## config.mk

```make
export PLATFORM = sky130hd
export DESIGN_NAME = uie_top
export DESIGN_NICKNAME = d
export VERILOG_FILES = /design/src/rtl/uie_status.v /design/src/rtl/uie_top.v
export VERILOG_INCLUDE_DIRS = /design/src /design/src/rtl
export SDC_FILE = /design/constraint.sdc
export NUM_CORES = 1
export LEC_CHECK = 0
export CORE_ASPECT_RATIO = 1.1
export CORE_MARGIN = 1
export CORE_UTILIZATION = 45
export DETAILED_ROUTE_END_ITERATION = 12
export DONT_BUFFER_PORTS = 1
export PLACE_DENSITY = 0.71
export REMOVE_ABC_BUFFERS = 1
export SYNTH_ARGS = -nofsm -noshare
export SYNTH_HDL_FRONTEND = slang
export SYNTH_HIERARCHICAL = 1
export SYNTH_SLANG_ARGS = --single-unit
```

## constraint.sdc

```tcl
create_clock -name sys_clk -period 2.2 [get_ports sys_clk]
set_input_delay 0.11 -clock sys_clk [delete_from_list [all_inputs] [get_ports sys_clk]]
set_output_delay 0.11 -clock sys_clk [all_outputs]
set_load 0.01 [all_outputs]
```

## src/rtl/uie_regs.vh

```
// Offsets, field positions and reset values of the interrupt enable block
`ifndef UIE_REGS_VH
`define UIE_REGS_VH

`define UIE_ADDR_W 8
`define UIE_DATA_W 32
`define UIE_EV_W 32

`define UIE_OFF_STATUS 8'h0C
`define UIE_OFF_EN_SET 8'h10
`define UIE_OFF_EN_CLR 8'h14

`define UIE_BIT_MASTER 31
`define UIE_BIT_OWNER 30
`define UIE_BIT_ROOT_HUB 6
`define UIE_BIT_FRAME_OVF 5
`define UIE_BIT_UNRECOV 4
`define UIE_BIT_RESUME 3
`define UIE_BIT_SOF 2
`define UIE_BIT_DONE_HEAD 1
`define UIE_BIT_SCHED_OVR 0

`define UIE_EN_MASK 32'hC000007F
`define UIE_EV_MASK 32'h4000007F
`define UIE_EN_RESET 32'h00000000
`define UIE_ST_RESET 32'h00000000
`define UIE_ZERO32 32'h00000000

`endif

```

## src/rtl/uie_status.v

```verilog
// Sticky event status bits, set by hardware and cleared by write-one
`timescale 1ns/100ps
`include "uie_regs.vh"

module uie_status (
    input wire sys_clk,
    input wire reset,
    input wire soft_reset,
    input wire [`UIE_EV_W-1:0] event_set,
    input wire clear_wr,
    input wire [`UIE_EV_W-1:0] clear_data,
    output wire [`UIE_EV_W-1:0] status
);

    reg [`UIE_EV_W-1:0] status_r;
    reg [`UIE_EV_W-1:0] status_nxt;

    always @* begin
        status_nxt = status_r;
        if (clear_wr) begin
            status_nxt = status_nxt & ~clear_data;
        end
        status_nxt = (status_nxt | event_set) & `UIE_EV_MASK;
    end

    always @(posedge sys_clk) begin
        if (reset || soft_reset) begin
            status_r <= `UIE_ST_RESET;
        end else begin
            status_r <= status_nxt;
        end
    end

    assign status = status_r;

endmodule // uie_status

```

## src/rtl/uie_top.v

```verilog
// Interrupt enable set/clear windows and interrupt request gating
`timescale 1ns/100ps
`include "uie_regs.vh"

module uie_top (
    input wire sys_clk,
    input wire reset,
    input wire soft_reset,
    input wire [`UIE_ADDR_W-1:0] reg_addr,
    input wire reg_wr,
    input wire reg_rd,
    input wire [`UIE_DATA_W-1:0] reg_wdata,
    output reg [`UIE_DATA_W-1:0] reg_rdata,
    output reg reg_rvalid,
    input wire ownership_change,
    input wire root_hub_status_change,
    input wire frame_number_overflow,
    input wire unrecoverable_error,
    input wire resume_detect,
    input wire start_of_frame_event,
    input wire done_head_writeback,
    input wire scheduling_overrun,
    output reg irq_req,
    output reg [`UIE_EV_W-1:0] irq_cause,
    output reg master_irq_enable
);

    // Exact byte-offset match, so the windows never alias
    function addr_hit;
        input [`UIE_ADDR_W-1:0] addr;
        input [`UIE_ADDR_W-1:0] off;
        begin
            addr_hit = (addr == off);
        end
    endfunction

    // Keep only the defined bit positions of a word
    function [`UIE_DATA_W-1:0] keep_defined;
        input [`UIE_DATA_W-1:0] word;
        input [`UIE_DATA_W-1:0] mask;
        begin
            keep_defined = word & mask;
        end
    endfunction

    reg [`UIE_DATA_W-1:0] enable_r;
    reg [`UIE_DATA_W-1:0] enable_nxt;
    reg [`UIE_DATA_W-1:0] rdata_nxt;
    reg [`UIE_EV_W-1:0] event_vec;
    wire [`UIE_EV_W-1:0] status_w;
    wire [`UIE_EV_W-1:0] gated_w;
    wire any_gated_w;
    wire set_wr_w;
    wire clr_wr_w;
    wire st_wr_w;
    wire rd_set_w;
    wire rd_clr_w;
    wire rd_st_w;
    reg irq_nxt;
    reg [`UIE_EV_W-1:0] cause_nxt;
    reg mie_nxt;

    assign set_wr_w = reg_wr && addr_hit(reg_addr, `UIE_OFF_EN_SET);
    assign clr_wr_w = reg_wr && addr_hit(reg_addr, `UIE_OFF_EN_CLR);
    assign st_wr_w = reg_wr && addr_hit(reg_addr, `UIE_OFF_STATUS);

    always @* begin
        event_vec = `UIE_ZERO32;
        event_vec[`UIE_BIT_OWNER] = ownership_change;
        event_vec[`UIE_BIT_ROOT_HUB] = root_hub_status_change;
        event_vec[`UIE_BIT_FRAME_OVF] = frame_number_overflow;
        event_vec[`UIE_BIT_UNRECOV] = unrecoverable_error;
        event_vec[`UIE_BIT_RESUME] = resume_detect;
        event_vec[`UIE_BIT_SOF] = start_of_frame_event;
        event_vec[`UIE_BIT_DONE_HEAD] = done_head_writeback;
        event_vec[`UIE_BIT_SCHED_OVR] = scheduling_overrun;
    end

    uie_status u_status (
        .sys_clk(sys_clk),
        .reset(reset),
        .soft_reset(soft_reset),
        .event_set(event_vec),
        .clear_wr(st_wr_w),
        .clear_data(reg_wdata),
        .status(status_w)
    );

    // Set and clear never meet: the two windows are distinct addresses
    always @* begin
        enable_nxt = enable_r;
        if (set_wr_w) begin
            enable_nxt = enable_nxt | reg_wdata;
        end
        if (clr_wr_w) begin
            enable_nxt = enable_nxt & ~reg_wdata;
        end
        // Reserved bits held at zero even if software slips
        enable_nxt = keep_defined(enable_nxt, `UIE_EN_MASK);
    end

    always @(posedge sys_clk) begin
        if (reset || soft_reset) begin
            enable_r <= `UIE_EN_RESET;
        end else begin
            enable_r <= enable_nxt;
        end
    end

    // Per-bit gating, ownership change included
    // Gating stays per bit so the cause word shows every enabled pending source
    genvar gi;
    generate
        for (gi = 0; gi < `UIE_EV_W; gi = gi + 1) begin : g_gate
            assign gated_w[gi] = status_w[gi] & enable_r[gi];
        end
    endgenerate

    // Reserved positions masked again, so no stray bit can raise a request
    assign any_gated_w = |keep_defined(gated_w, `UIE_EV_MASK);

    // Reads have no side effect
    // Read decode kept apart from write decode: a read never touches state
    assign rd_set_w = addr_hit(reg_addr, `UIE_OFF_EN_SET);
    assign rd_clr_w = addr_hit(reg_addr, `UIE_OFF_EN_CLR);
    assign rd_st_w = addr_hit(reg_addr, `UIE_OFF_STATUS);

    always @* begin
        rdata_nxt = `UIE_ZERO32;
        if (rd_set_w) begin
            rdata_nxt = enable_r;
        end else if (rd_clr_w) begin
            rdata_nxt = enable_r;
        end else if (rd_st_w) begin
            rdata_nxt = status_w;
        end else begin
            rdata_nxt = `UIE_ZERO32;
        end
    end

    // Read port ignores the soft reset so a read in flight still answers
    always @(posedge sys_clk) begin
        if (reset) begin
            reg_rvalid <= 1'b0;
        end else begin
            reg_rvalid <= reg_rd;
        end
    end

    // Read data holds the last value read until the next read
    always @(posedge sys_clk) begin
        if (reset) begin
            reg_rdata <= `UIE_ZERO32;
        end else if (reg_rd) begin
            reg_rdata <= rdata_nxt;
        end
    end

    always @* begin
        irq_nxt = any_gated_w & enable_r[`UIE_BIT_MASTER];
        cause_nxt = keep_defined(gated_w, `UIE_EV_MASK);
        mie_nxt = enable_r[`UIE_BIT_MASTER];
    end

    // Level request, one flop after the gating
    // The flop costs a cycle of latency but keeps the request glitch free
    always @(posedge sys_clk) begin
        if (reset || soft_reset) begin
            irq_req <= 1'b0;
        end else begin
            irq_req <= irq_nxt;
        end
    end

    always @(posedge sys_clk) begin
        if (reset || soft_reset) begin
            irq_cause <= `UIE_ZERO32;
        end else begin
            irq_cause <= cause_nxt;
        end
    end

    always @(posedge sys_clk) begin
        if (reset || soft_reset) begin
            master_irq_enable <= 1'b0;
        end else begin
            master_irq_enable <= mie_nxt;
        end
    end

endmodule // uie_top

```

==> flow_summary.json, run 1 <==
{
  "status": "complete, no violations",
  "hold_end": "reg_rdata[2]",
  "firstDrtPassIters": 4,
  "ir_worst_vdd_uv": 440,
  "htreeDepth": 3,
  "synth.cell_area_sq_mm": 0.00265,
  "tightest_slew_ns": 0.788,
  "finalSetupTns_ns": 0,
  "cts_setup_buffers": 0,
  "hpwl_mm": 3.64,
  "r2r_slack_ns": 0.82,
  "yosysSeqAreaShare": 0.453,
  "rr_endpoint": "u_status/status[5]",
  "cts-root-buf": "clkbuf_8",
  "syn_area_per_cell_sq_um": 10.4,
  "cts_num_sinks": 60,
  "endpoint_kind": "flop",
  "grt_pass1_wl_mm": 8.91,
  "critPathRequiredTime_ns": 2.48,
  "slew_viol_final": 0,
  "finalHoldViolations": 0,
  "place.gp.congestion": 0.775,
  "floorplan.initialDensity": 0.479,
  "yosys-top-cells-count": "dfxtp_1 (60), buf_4 (51), a22o_1 (23), nand4_1 (10)",
  "powerDensity_mw_per_mm2": 754,
  "dieArea_sq_mm": 0.00620,
  "ys_seq_elements": 60,
  "clkLatencyLatePin_ns": 0.34,
  "fin_crit_ns": 1.56,
  "p_leak_nw": 1.16,
  "nFillCells": 510,
  "wl_per_cell_microns": 16.4,
  "netlist.area_leader.share": 0.453,
  "drive_gt1_frac": 0.124,
  "finalPower_mw": 2.23,
  "hold_ws_ns": 0.0180,
  "core-area_sq_mm": 0.00554,
  "fin_crit_sh": 0.709,
  "clock.fmax_ghz": 0.641,
  "areaGrowthSynthToFinish_pct": 11.5,
  "worstHoldPathType": "in -> reg",
  "fin_skew_ns": 0.0104,
  "pin_count": 120,
  "die_y_microns": 82.5,
  "cap_violations": 0,
  "route.detailed.drc": 0,
  "antenna_found_initial": 1,
  "startpoint_type": "input port",
  "r2r-start": "u_status/status[5]",
  "grt_pass1_vias": 1886,
  "rsz0062_at_grt": "false",
  "syn_inst": 254,
  "fin_nets": 331,
  "yosys-top-cells-area": "dfxtp_1 (45%), buf_4 (14%), a22o_1 (7.6%)",
  "yosysMostFrequentCell": "dfxtp_1",
  "track_usage": 0.200,
  "slew-limit-headroom": 0.475,
  "crit_type": "in -> reg",
  "cp_max_fo": 11,
  "regArea_sq_mm": 0.00120,
  "wl_mm": 5.89,
  "row_count": 28,
  "yosysUniqueCellTypes": 32,
  "multi_input_area_sq_mm": 0.00116,
  "synth_flop_cell": "dfxtp_1",
  "setup_viol": 0,
  "cp_data_arrival_time_ns": 1.84,
  "viasPerCell": 5.33,
  "synth_edf_count": 0,
  "synthArstFlopShare": 0,
  "cts.path.max_buffers": 2,
  "postRouteAntennaNets": 0,
  "yosysWarnings": 6,
  "cts_tree": "done",
  "min_from": "reg_rd",
  "yosys.area.top_type": "dfxtp_1",
  "vias": 1907,
  "holdPathStages": 2,
  "rr_worst_depth": 3,
  "die_w_microns": 75.2,
  "drt_iter0_drc": 88,
  "clkTransAtPathRegs_ns": 0.07,
  "cts_made_buffers": 9,
  "grt_start_max_net_pins": 30,
  "grt_overflow": 0,
  "io_buffers": 0
}
## per-layer routing
metal	routed length (microns)	global-route usage	share of wire
met4	135	0.133	0.023
met5	0	0	0
met2	2860	0.346	0.48
met1	2290	0.201	0.39
met3	602	0.0728	0.10
## through the flow
step / utilization / instance area [sq um] / instances / setup WS, ns
after global placement: 0.448 / 2480 / 314 / 0.938
final: 0.534 / 2950 / 358 / 0.640
after global routing: 0.534 / 2950 / 358 / 0.600
after floorplan: - / 2360 / 235 / 0.545
after detailed placement: 0.448 / 2480 / 314 / 0.881
after CTS: 0.533 / 2950 / 357 / 0.670
## worst max-delay path by stage
stage                 from                  to  slack, ns  cells after the start
2_1_floorplan  reg_addr[5]                flop       0.54                      3
3_3_place_gp   reg_addr[1]                flop       0.94                      3
3_5_place_dp   reg_addr[1]                flop       0.88                      3
4_1_cts              reset  u_status/status[1]       0.67                      4
5_1_grt              reset  u_status/status[1]       0.60                      4
6_report             reset  u_status/status[5]       0.64                      4
## where the power goes
group          internal [mW]  leakage (nW)  switching (mW)
Sequential              1.10         0.486          0.0184
Combinational         0.0609         0.575          0.0818
Clock                  0.541        0.0979           0.423
Total                   1.70          1.16           0.523
## timing repair
item                                   4_1_cts  5_1_grt
resized for setup                            0        0
endpoints found under the hold margin       27        0
hold buffers                                28        0
## placed cells by master (no fill, tap or decap), drive strengths merged
cell type / instances
nor2: 8
nor3: 2
a31oi: 9
a211oi: 9
nor3b: 1
conb: 48
o21a: 9
clkinv: 3
or2: 1
a41oi: 9
and3b: 1
nor2b: 2
and2: 1
buf: 4
o21bai: 9
nand3: 9
bufinv: 1
a22o: 23
nand4: 10
a22oi: 2
and3: 5
a21boi: 8
nor4b: 2
clkbuf: 10
and4: 2
clkinvlp: 1
diode: 1
nand2: 5
dfxtp: 60
dlygate4sd3: 28
## cell families (layout without fill, tap and decap cells)
kind of cell,after synthesis,after routing,share of synthesized area
AND/OR/NAND/NOR,49,49,0.120
AO/OA/AOI/OAI,78,78,0.249
flip-flops,60,60,0.453
buffers and inverters,65,47,0.175
other,2,49,0.00284
## cell type report
| type | instances | share of cell area |
|---|---|---|
| Timing Repair Buffer | 32 | 0.105 |
| Antenna cell | 1 | 0.000847 |
| Tap cell | 75 | 0.0318 |
| Clock inverter | 5 | 0.0178 |
| Sequential cell | 60 | 0.407 |
| Multi-Input combinational cell | 175 | 0.391 |
| Clock buffer | 10 | 0.0466 |
## critical path, cell delays in order
cell           delay [ns]
dlygate4sd3_1        0.72
nor2_4               0.30
o21a_1               0.17
dlygate4sd3_1        0.53
No activity file was read; power rests on OpenSTA's default activity.
==> run 2: changes to the inputs <==
clock period = 1.45 ns   (was 2.2 ns; I/O delays follow)
==> run 2 against run 1 <==
Net effect:
- via count shrank 2.3%
- combinational power grew 48%
- cell count shrank 0.56%
- worst hold slack gained 0.11 ns
- routed wire length shrank 6.8%
- cell area grew 1.1%
- die area is the same
- critical path depth shrank 1
==> flow_summary.json, run 2 (synthesis gave the netlist of run 1 again) <==
{
  "status": "complete, no violations",
  "diodes": 0,
  "cts_made_buffers": 9,
  "rsz0062_at_grt": "false",
  "die_w_microns": 75.2,
  "die_y_microns": 82.5,
  "viasPerCell": 5.24,
  "fin_crit_ns": 1.37,
  "dieArea_sq_mm": 0.00620,
  "finalHoldViolations": 0,
  "fin_crit_sh": 0.946,
  "mostFrequentLayoutCells": "dfxtp_1 (60), conb_1 (48), dlygate4sd3_1 (24), a22o_1 (23), clkbuf_8 (11)",
  "fin_skew_ns": 0.0106,
  "clock.fmax_ghz": 0.729,
  "fin_nets": 329,
  "cts-root-buf": "clkbuf_8",
  "postRouteAntennaNets": 0,
  "clkLatencyLatePin_ns": 0.34,
  "pin_count": 120,
  "setup_viol": 0,
  "stdcell_count": 356,
  "ir_worst_vdd_uv": 1120,
  "startpoint_type": "input port",
  "slew-limit-headroom": 0.484,
  "cp_max_fo": 12,
  "route.detailed.drc": 0,
  "drive_gt1_frac": 0.132,
  "vias": 1864,
  "cp_data_arrival_time_ns": 1.60,
  "critPathCapture": "reg_rvalid",
  "wl_per_cell_microns": 15.4,
  "grt_pass1_wl_mm": 8.52,
  "crit_start": "reset",
  "track_usage": 0.189,
  "cap_violations": 0,
  "tightest_slew_ns": 0.774,
  "slew_viol_final": 0,
  "floorplan.initialDensity": 0.479,
  "htreeDepth": 3,
  "cts.path.max_buffers": 2,
  "hpwl_mm": 3.62,
  "core-area_sq_mm": 0.00554,
  "critPathRequiredTime_ns": 1.68,
  "row_count": 28,
  "drt_iter0_drc": 36,
  "rr_worst_depth": 3,
  "endpoint_kind": "flop",
  "grt_overflow": 0,
  "crit_type": "in -> reg",
  "cts_tree": "done",
  "final_common_cell": "dfxtp_1",
  "io_buffers": 0,
  "r2r_slack_ns": 0.18,
  "powerDensity_mw_per_mm2": 1270,
  "dp.cells": 316,
  "cts_setup_buffers": 0,
  "utilization": 0.540,
  "antenna_found_initial": 0,
  "areaGrowthSynthToFinish_pct": 12.8,
  "nFillCells": 512,
  "cts_num_sinks": 60,
  "firstDrtPassIters": 4,
  "place.gp.congestion": 0.791,
  "worstHoldPathType": "in -> reg",
  "wl_mm": 5.49,
  "p_leak_nw": 1.17,
  "grt_start_max_net_pins": 24,
  "clkTransAtPathRegs_ns": 0.07,
  "grt_pass1_vias": 1782
}
-- run 2: cell type report --
type                            count  area (sq um)  share of cell area
Tap cell                           75          93.8              0.0314
Timing Repair Buffer               30           285              0.0955
Sequential cell                    60          1200               0.402
Clock inverter                      4          95.1              0.0318
Multi-Input combinational cell    175          1160               0.387
Clock buffer                       12           155              0.0519
-- run 2: report_power, final --
group / internal, mW / total (mW) / switching [mW] / leakage, nW
registers: 1.67 / 1.70 / 0.0278 / 0.486
clock network: 1.23 / 1.87 / 0.637 / 0.127
logic: 0.0840 / 0.211 / 0.127 / 0.561
-- run 2: worst min-delay path by stage --
| stage | endpoint | cells past startpoint | from |
|---|---|---|---|
| after floorplan | reg_rvalid | 1 | reset |
| after global placement | reg_rvalid | 1 | reset |
| after detailed placement | reg_rvalid | 1 | reset |
| after CTS | reg_rdata[31] | 4 | reg_addr[1] |
| after global routing | reg_rdata[30] | 4 | reg_addr[1] |
| final | reg_rdata[1] | 4 | reg_addr[1] |
-- run 2: per-layer routing --
metal	routed length, microns	up-vias	track usage
met1	2170	850	0.202
met5	0	-	0
met2	2500	114	0.309
met3	722	11	0.107
li1	-	889	-
met4	87	0	0.0722
-- run 2: timing repair --
action | in CTS | in global routing
gates resized for setup | 0 | 0
hold buffers | 24 | 0
endpoints found under the hold margin | 30 | 0
-- run 2: critical path, stage by stage --
cell and delay [ns]:
dlygate4sd3_1 0.85, nor2b_1 0.11, dlygate4sd3_1 0.57
-- run 2: through the flow --
| stage | power [mW] | hold slack, ns | setup slack [ns] | setup TNS, ns | instance area [sq um] |
|---|---|---|---|---|---|
| after detailed placement | 1.88 | 0.159 | 0.196 | 0 | 2500 |
| after global placement | 1.88 | 0.158 | 0.260 | 0 | 2500 |
| final | 3.78 | 0.124 | 0.0788 | 0 | 2990 |
| after global routing | 3.91 | 0.124 | 0.00700 | 0 | 2990 |
| after floorplan | 1.84 | 0.152 | -0.168 | -1.51 | 2360 |
| after CTS | 3.82 | 0.103 | 0.0988 | 0 | 2990 |
==> run 3: changes to the inputs <==
GPL_TIMING_DRIVEN = 0   (was not set)
==> run 3 against run 2 <==
Net effect:
- first-iteration DRC count up 78%
- largest cell class unchanged
- critical path depth up 1
- cell area down 3.2%
- cell count down 0.84%
- critical endpoint is now reg_rdata[3]
- fmax down 2.2%
- clock skew down 0.0021 ns
- core utilization down 1.7 points
- sequential share of layout area up 1.3 points
- critical path type unchanged
- clock power down 31%
- register-to-register slack better by 0.36 ns
==> flow_summary.json, run 3 (synthesis gave the netlist of run 1 again) <==
{
  "htreeDepth": 3,
  "firstDrtPassIters": 4,
  "route.detailed.drc": 0,
  "cp_data_arrival_time_ns": 1.65,
  "fin_crit_ns": 1.40,
  "drive_gt1_frac": 0.116,
  "cp_num_buf_inv": 1,
  "cts_tree": "done",
  "startpoint_type": "input port",
  "p_seq_frac": 0.532,
  "critPathRequiredTime_ns": 1.70,
  "tightest_slew_ns": 0.994,
  "areaGrowthSynthToFinish_pct": 9.12,
  "fin_nets": 325,
  "grt.met3_usage": 0.0983,
  "core-area_sq_mm": 0.00554,
  "cts-root-buf": "clkbuf_8",
  "worstHoldPathType": "in -> reg",
  "grt_pass1_vias": 1798,
  "holdPathStages": 2,
  "hold_ws_ns": 0.0187,
  "clkLatencyLatePin_ns": 0.33,
  "slew_viol_final": 0,
  "cp_max_fo": 7,
  "final_common_cell": "dfxtp_1",
  "die_y_microns": 82.5,
  "slew-limit-headroom": 0.336,
  "grtUsageMet1": 0.201,
  "critPathSlowestCell": "dlygate4sd3_1",
  "track_usage": 0.189,
  "critical_path_depth": 4,
  "crit_chain": "nor4b_4 -> dlygate4sd3_1 -> nand3_1 -> a31oi_1",
  "wl_mm": 5.70,
  "cts.path.max_buffers": 2,
  "cts_made_buffers": 9,
  "endpoint_kind": "flop",
  "postRouteAntennaNets": 0,
  "setup_viol": 0,
  "dp_slack_ns": -0.219,
  "grt_overflow": 0,
  "post_cts_resized": 0,
  "power.switching_mw": 0.788,
  "floorplan.initialDensity": 0.479,
  "critical_path.top_delay_family": "buffers and inverters",
  "viasPerCell": 5.31,
  "fin_skew_ns": 0.00848,
  "dieArea_sq_mm": 0.00620,
  "switching_share": 0.246,
  "clock.fmax_ghz": 0.713,
  "grt_pass1_wl_mm": 8.58,
  "grt_start_max_net_pins": 30,
  "pwr-share-clk": 0.403,
  "ir_worst_vdd_uv": 878,
  "crit_type": "in -> reg",
  "rr_worst_depth": 3,
  "pwr-share-comb": 0.066,
  "hpwl_mm": 3.63,
  "clkTransAtPathRegs_ns": 0.07,
  "busiest_layer": "met2",
  "cts_num_sinks": 60,
  "row_count": 28,
  "fin_crit_sh": 0.967,
  "fin_ws_ns": 0.0478,
  "p_leak_nw": 1.12,
  "finalHoldViolations": 0,
  "rsz0062_at_grt": "false",
  "cap_violations": 0,
  "utilization": 0.522,
  "vias": 1875,
  "mostFrequentLayoutCells": "dfxtp_1 (60), conb_1 (48), dlygate4sd3_1 (25), a22o_1 (23)",
  "status": "complete, no violations",
  "powerDensity_mw_per_mm2": 1110,
  "wl_per_cell_microns": 16.1,
  "internal_power_mw": 2.41,
  "finalPower_mw": 3.20,
  "io_buffers": 0,
  "pin_count": 120,
  "die_w_microns": 75.2,
  "met2_usage": 0.309,
  "drt_iter0_drc": 64,
  "antenna_found_initial": 1,
  "slowest_delay_ns": 0.77,
  "place.gp.congestion": 0.799
}
[run 3: what timing repair did]
action	in CTS	in global routing
hold buffers	25	0
hold endpoints to repair	27	0
buffers inserted	0	0
setup endpoints to repair	0	0
[run 3: power by group through the flow]
| stage | combinational (mW) | clock (mW) | sequential [mW] |
|---|---|---|---|
| 3_3_place_gp | 0.131 | 0 | 1.74 |
| 3_5_place_dp | 0.137 | 0 | 1.74 |
| 5_1_grt | 0.230 | 1.39 | 1.70 |
| 4_1_cts | 0.204 | 1.33 | 1.70 |
| 6_report | 0.210 | 1.29 | 1.70 |
| 2_1_floorplan | 0.112 | 0 | 1.73 |
[run 3: metrics by stage]
| step | instances | TNS (ns) | area [sq um] |
|---|---|---|---|
| final | 353 | 0 | 2890 |
| after global routing | 353 | 0 | 2890 |
| after detailed placement | 311 | -2.67 | 2470 |
| after global placement | 310 | -10.74 | 2450 |
| after CTS | 352 | 0 | 2890 |
| after floorplan | 235 | -1.51 | 2360 |
[run 3: metal layers]
| metal | vias to the layer above | routed length (microns) |
|---|---|---|
| met1 | 864 | 2210 |
| met2 | 115 | 2680 |
| li1 | 883 | - |
| met5 | - | 0 |
| met4 | 0 | 125 |
| met3 | 13 | 682 |
[run 3: worst paths after layout]
check	start	endpoint	slack, ns
worst min register to register	u_status/status[5]	irq_cause[5]	0.48
worst min-delay path	reg_wdata[1]	u_status/status[1]	0.02
worst max register to register	u_status/status[0]	irq_req	0.54
worst max-delay path	reg_addr[1]	reg_rdata[3]	0.05
[run 3: final cells by class]
class / count / area, sq um
fillers: 518 / 2650
flip-flops and latches: 60 / 1200
multi-input cells: 175 / 1160
repair buffers: 26 / 262
clock buffers: 11 / 141
well taps: 75 / 93.8
clock inverters: 5 / 27.5
diodes: 1 / 2.50
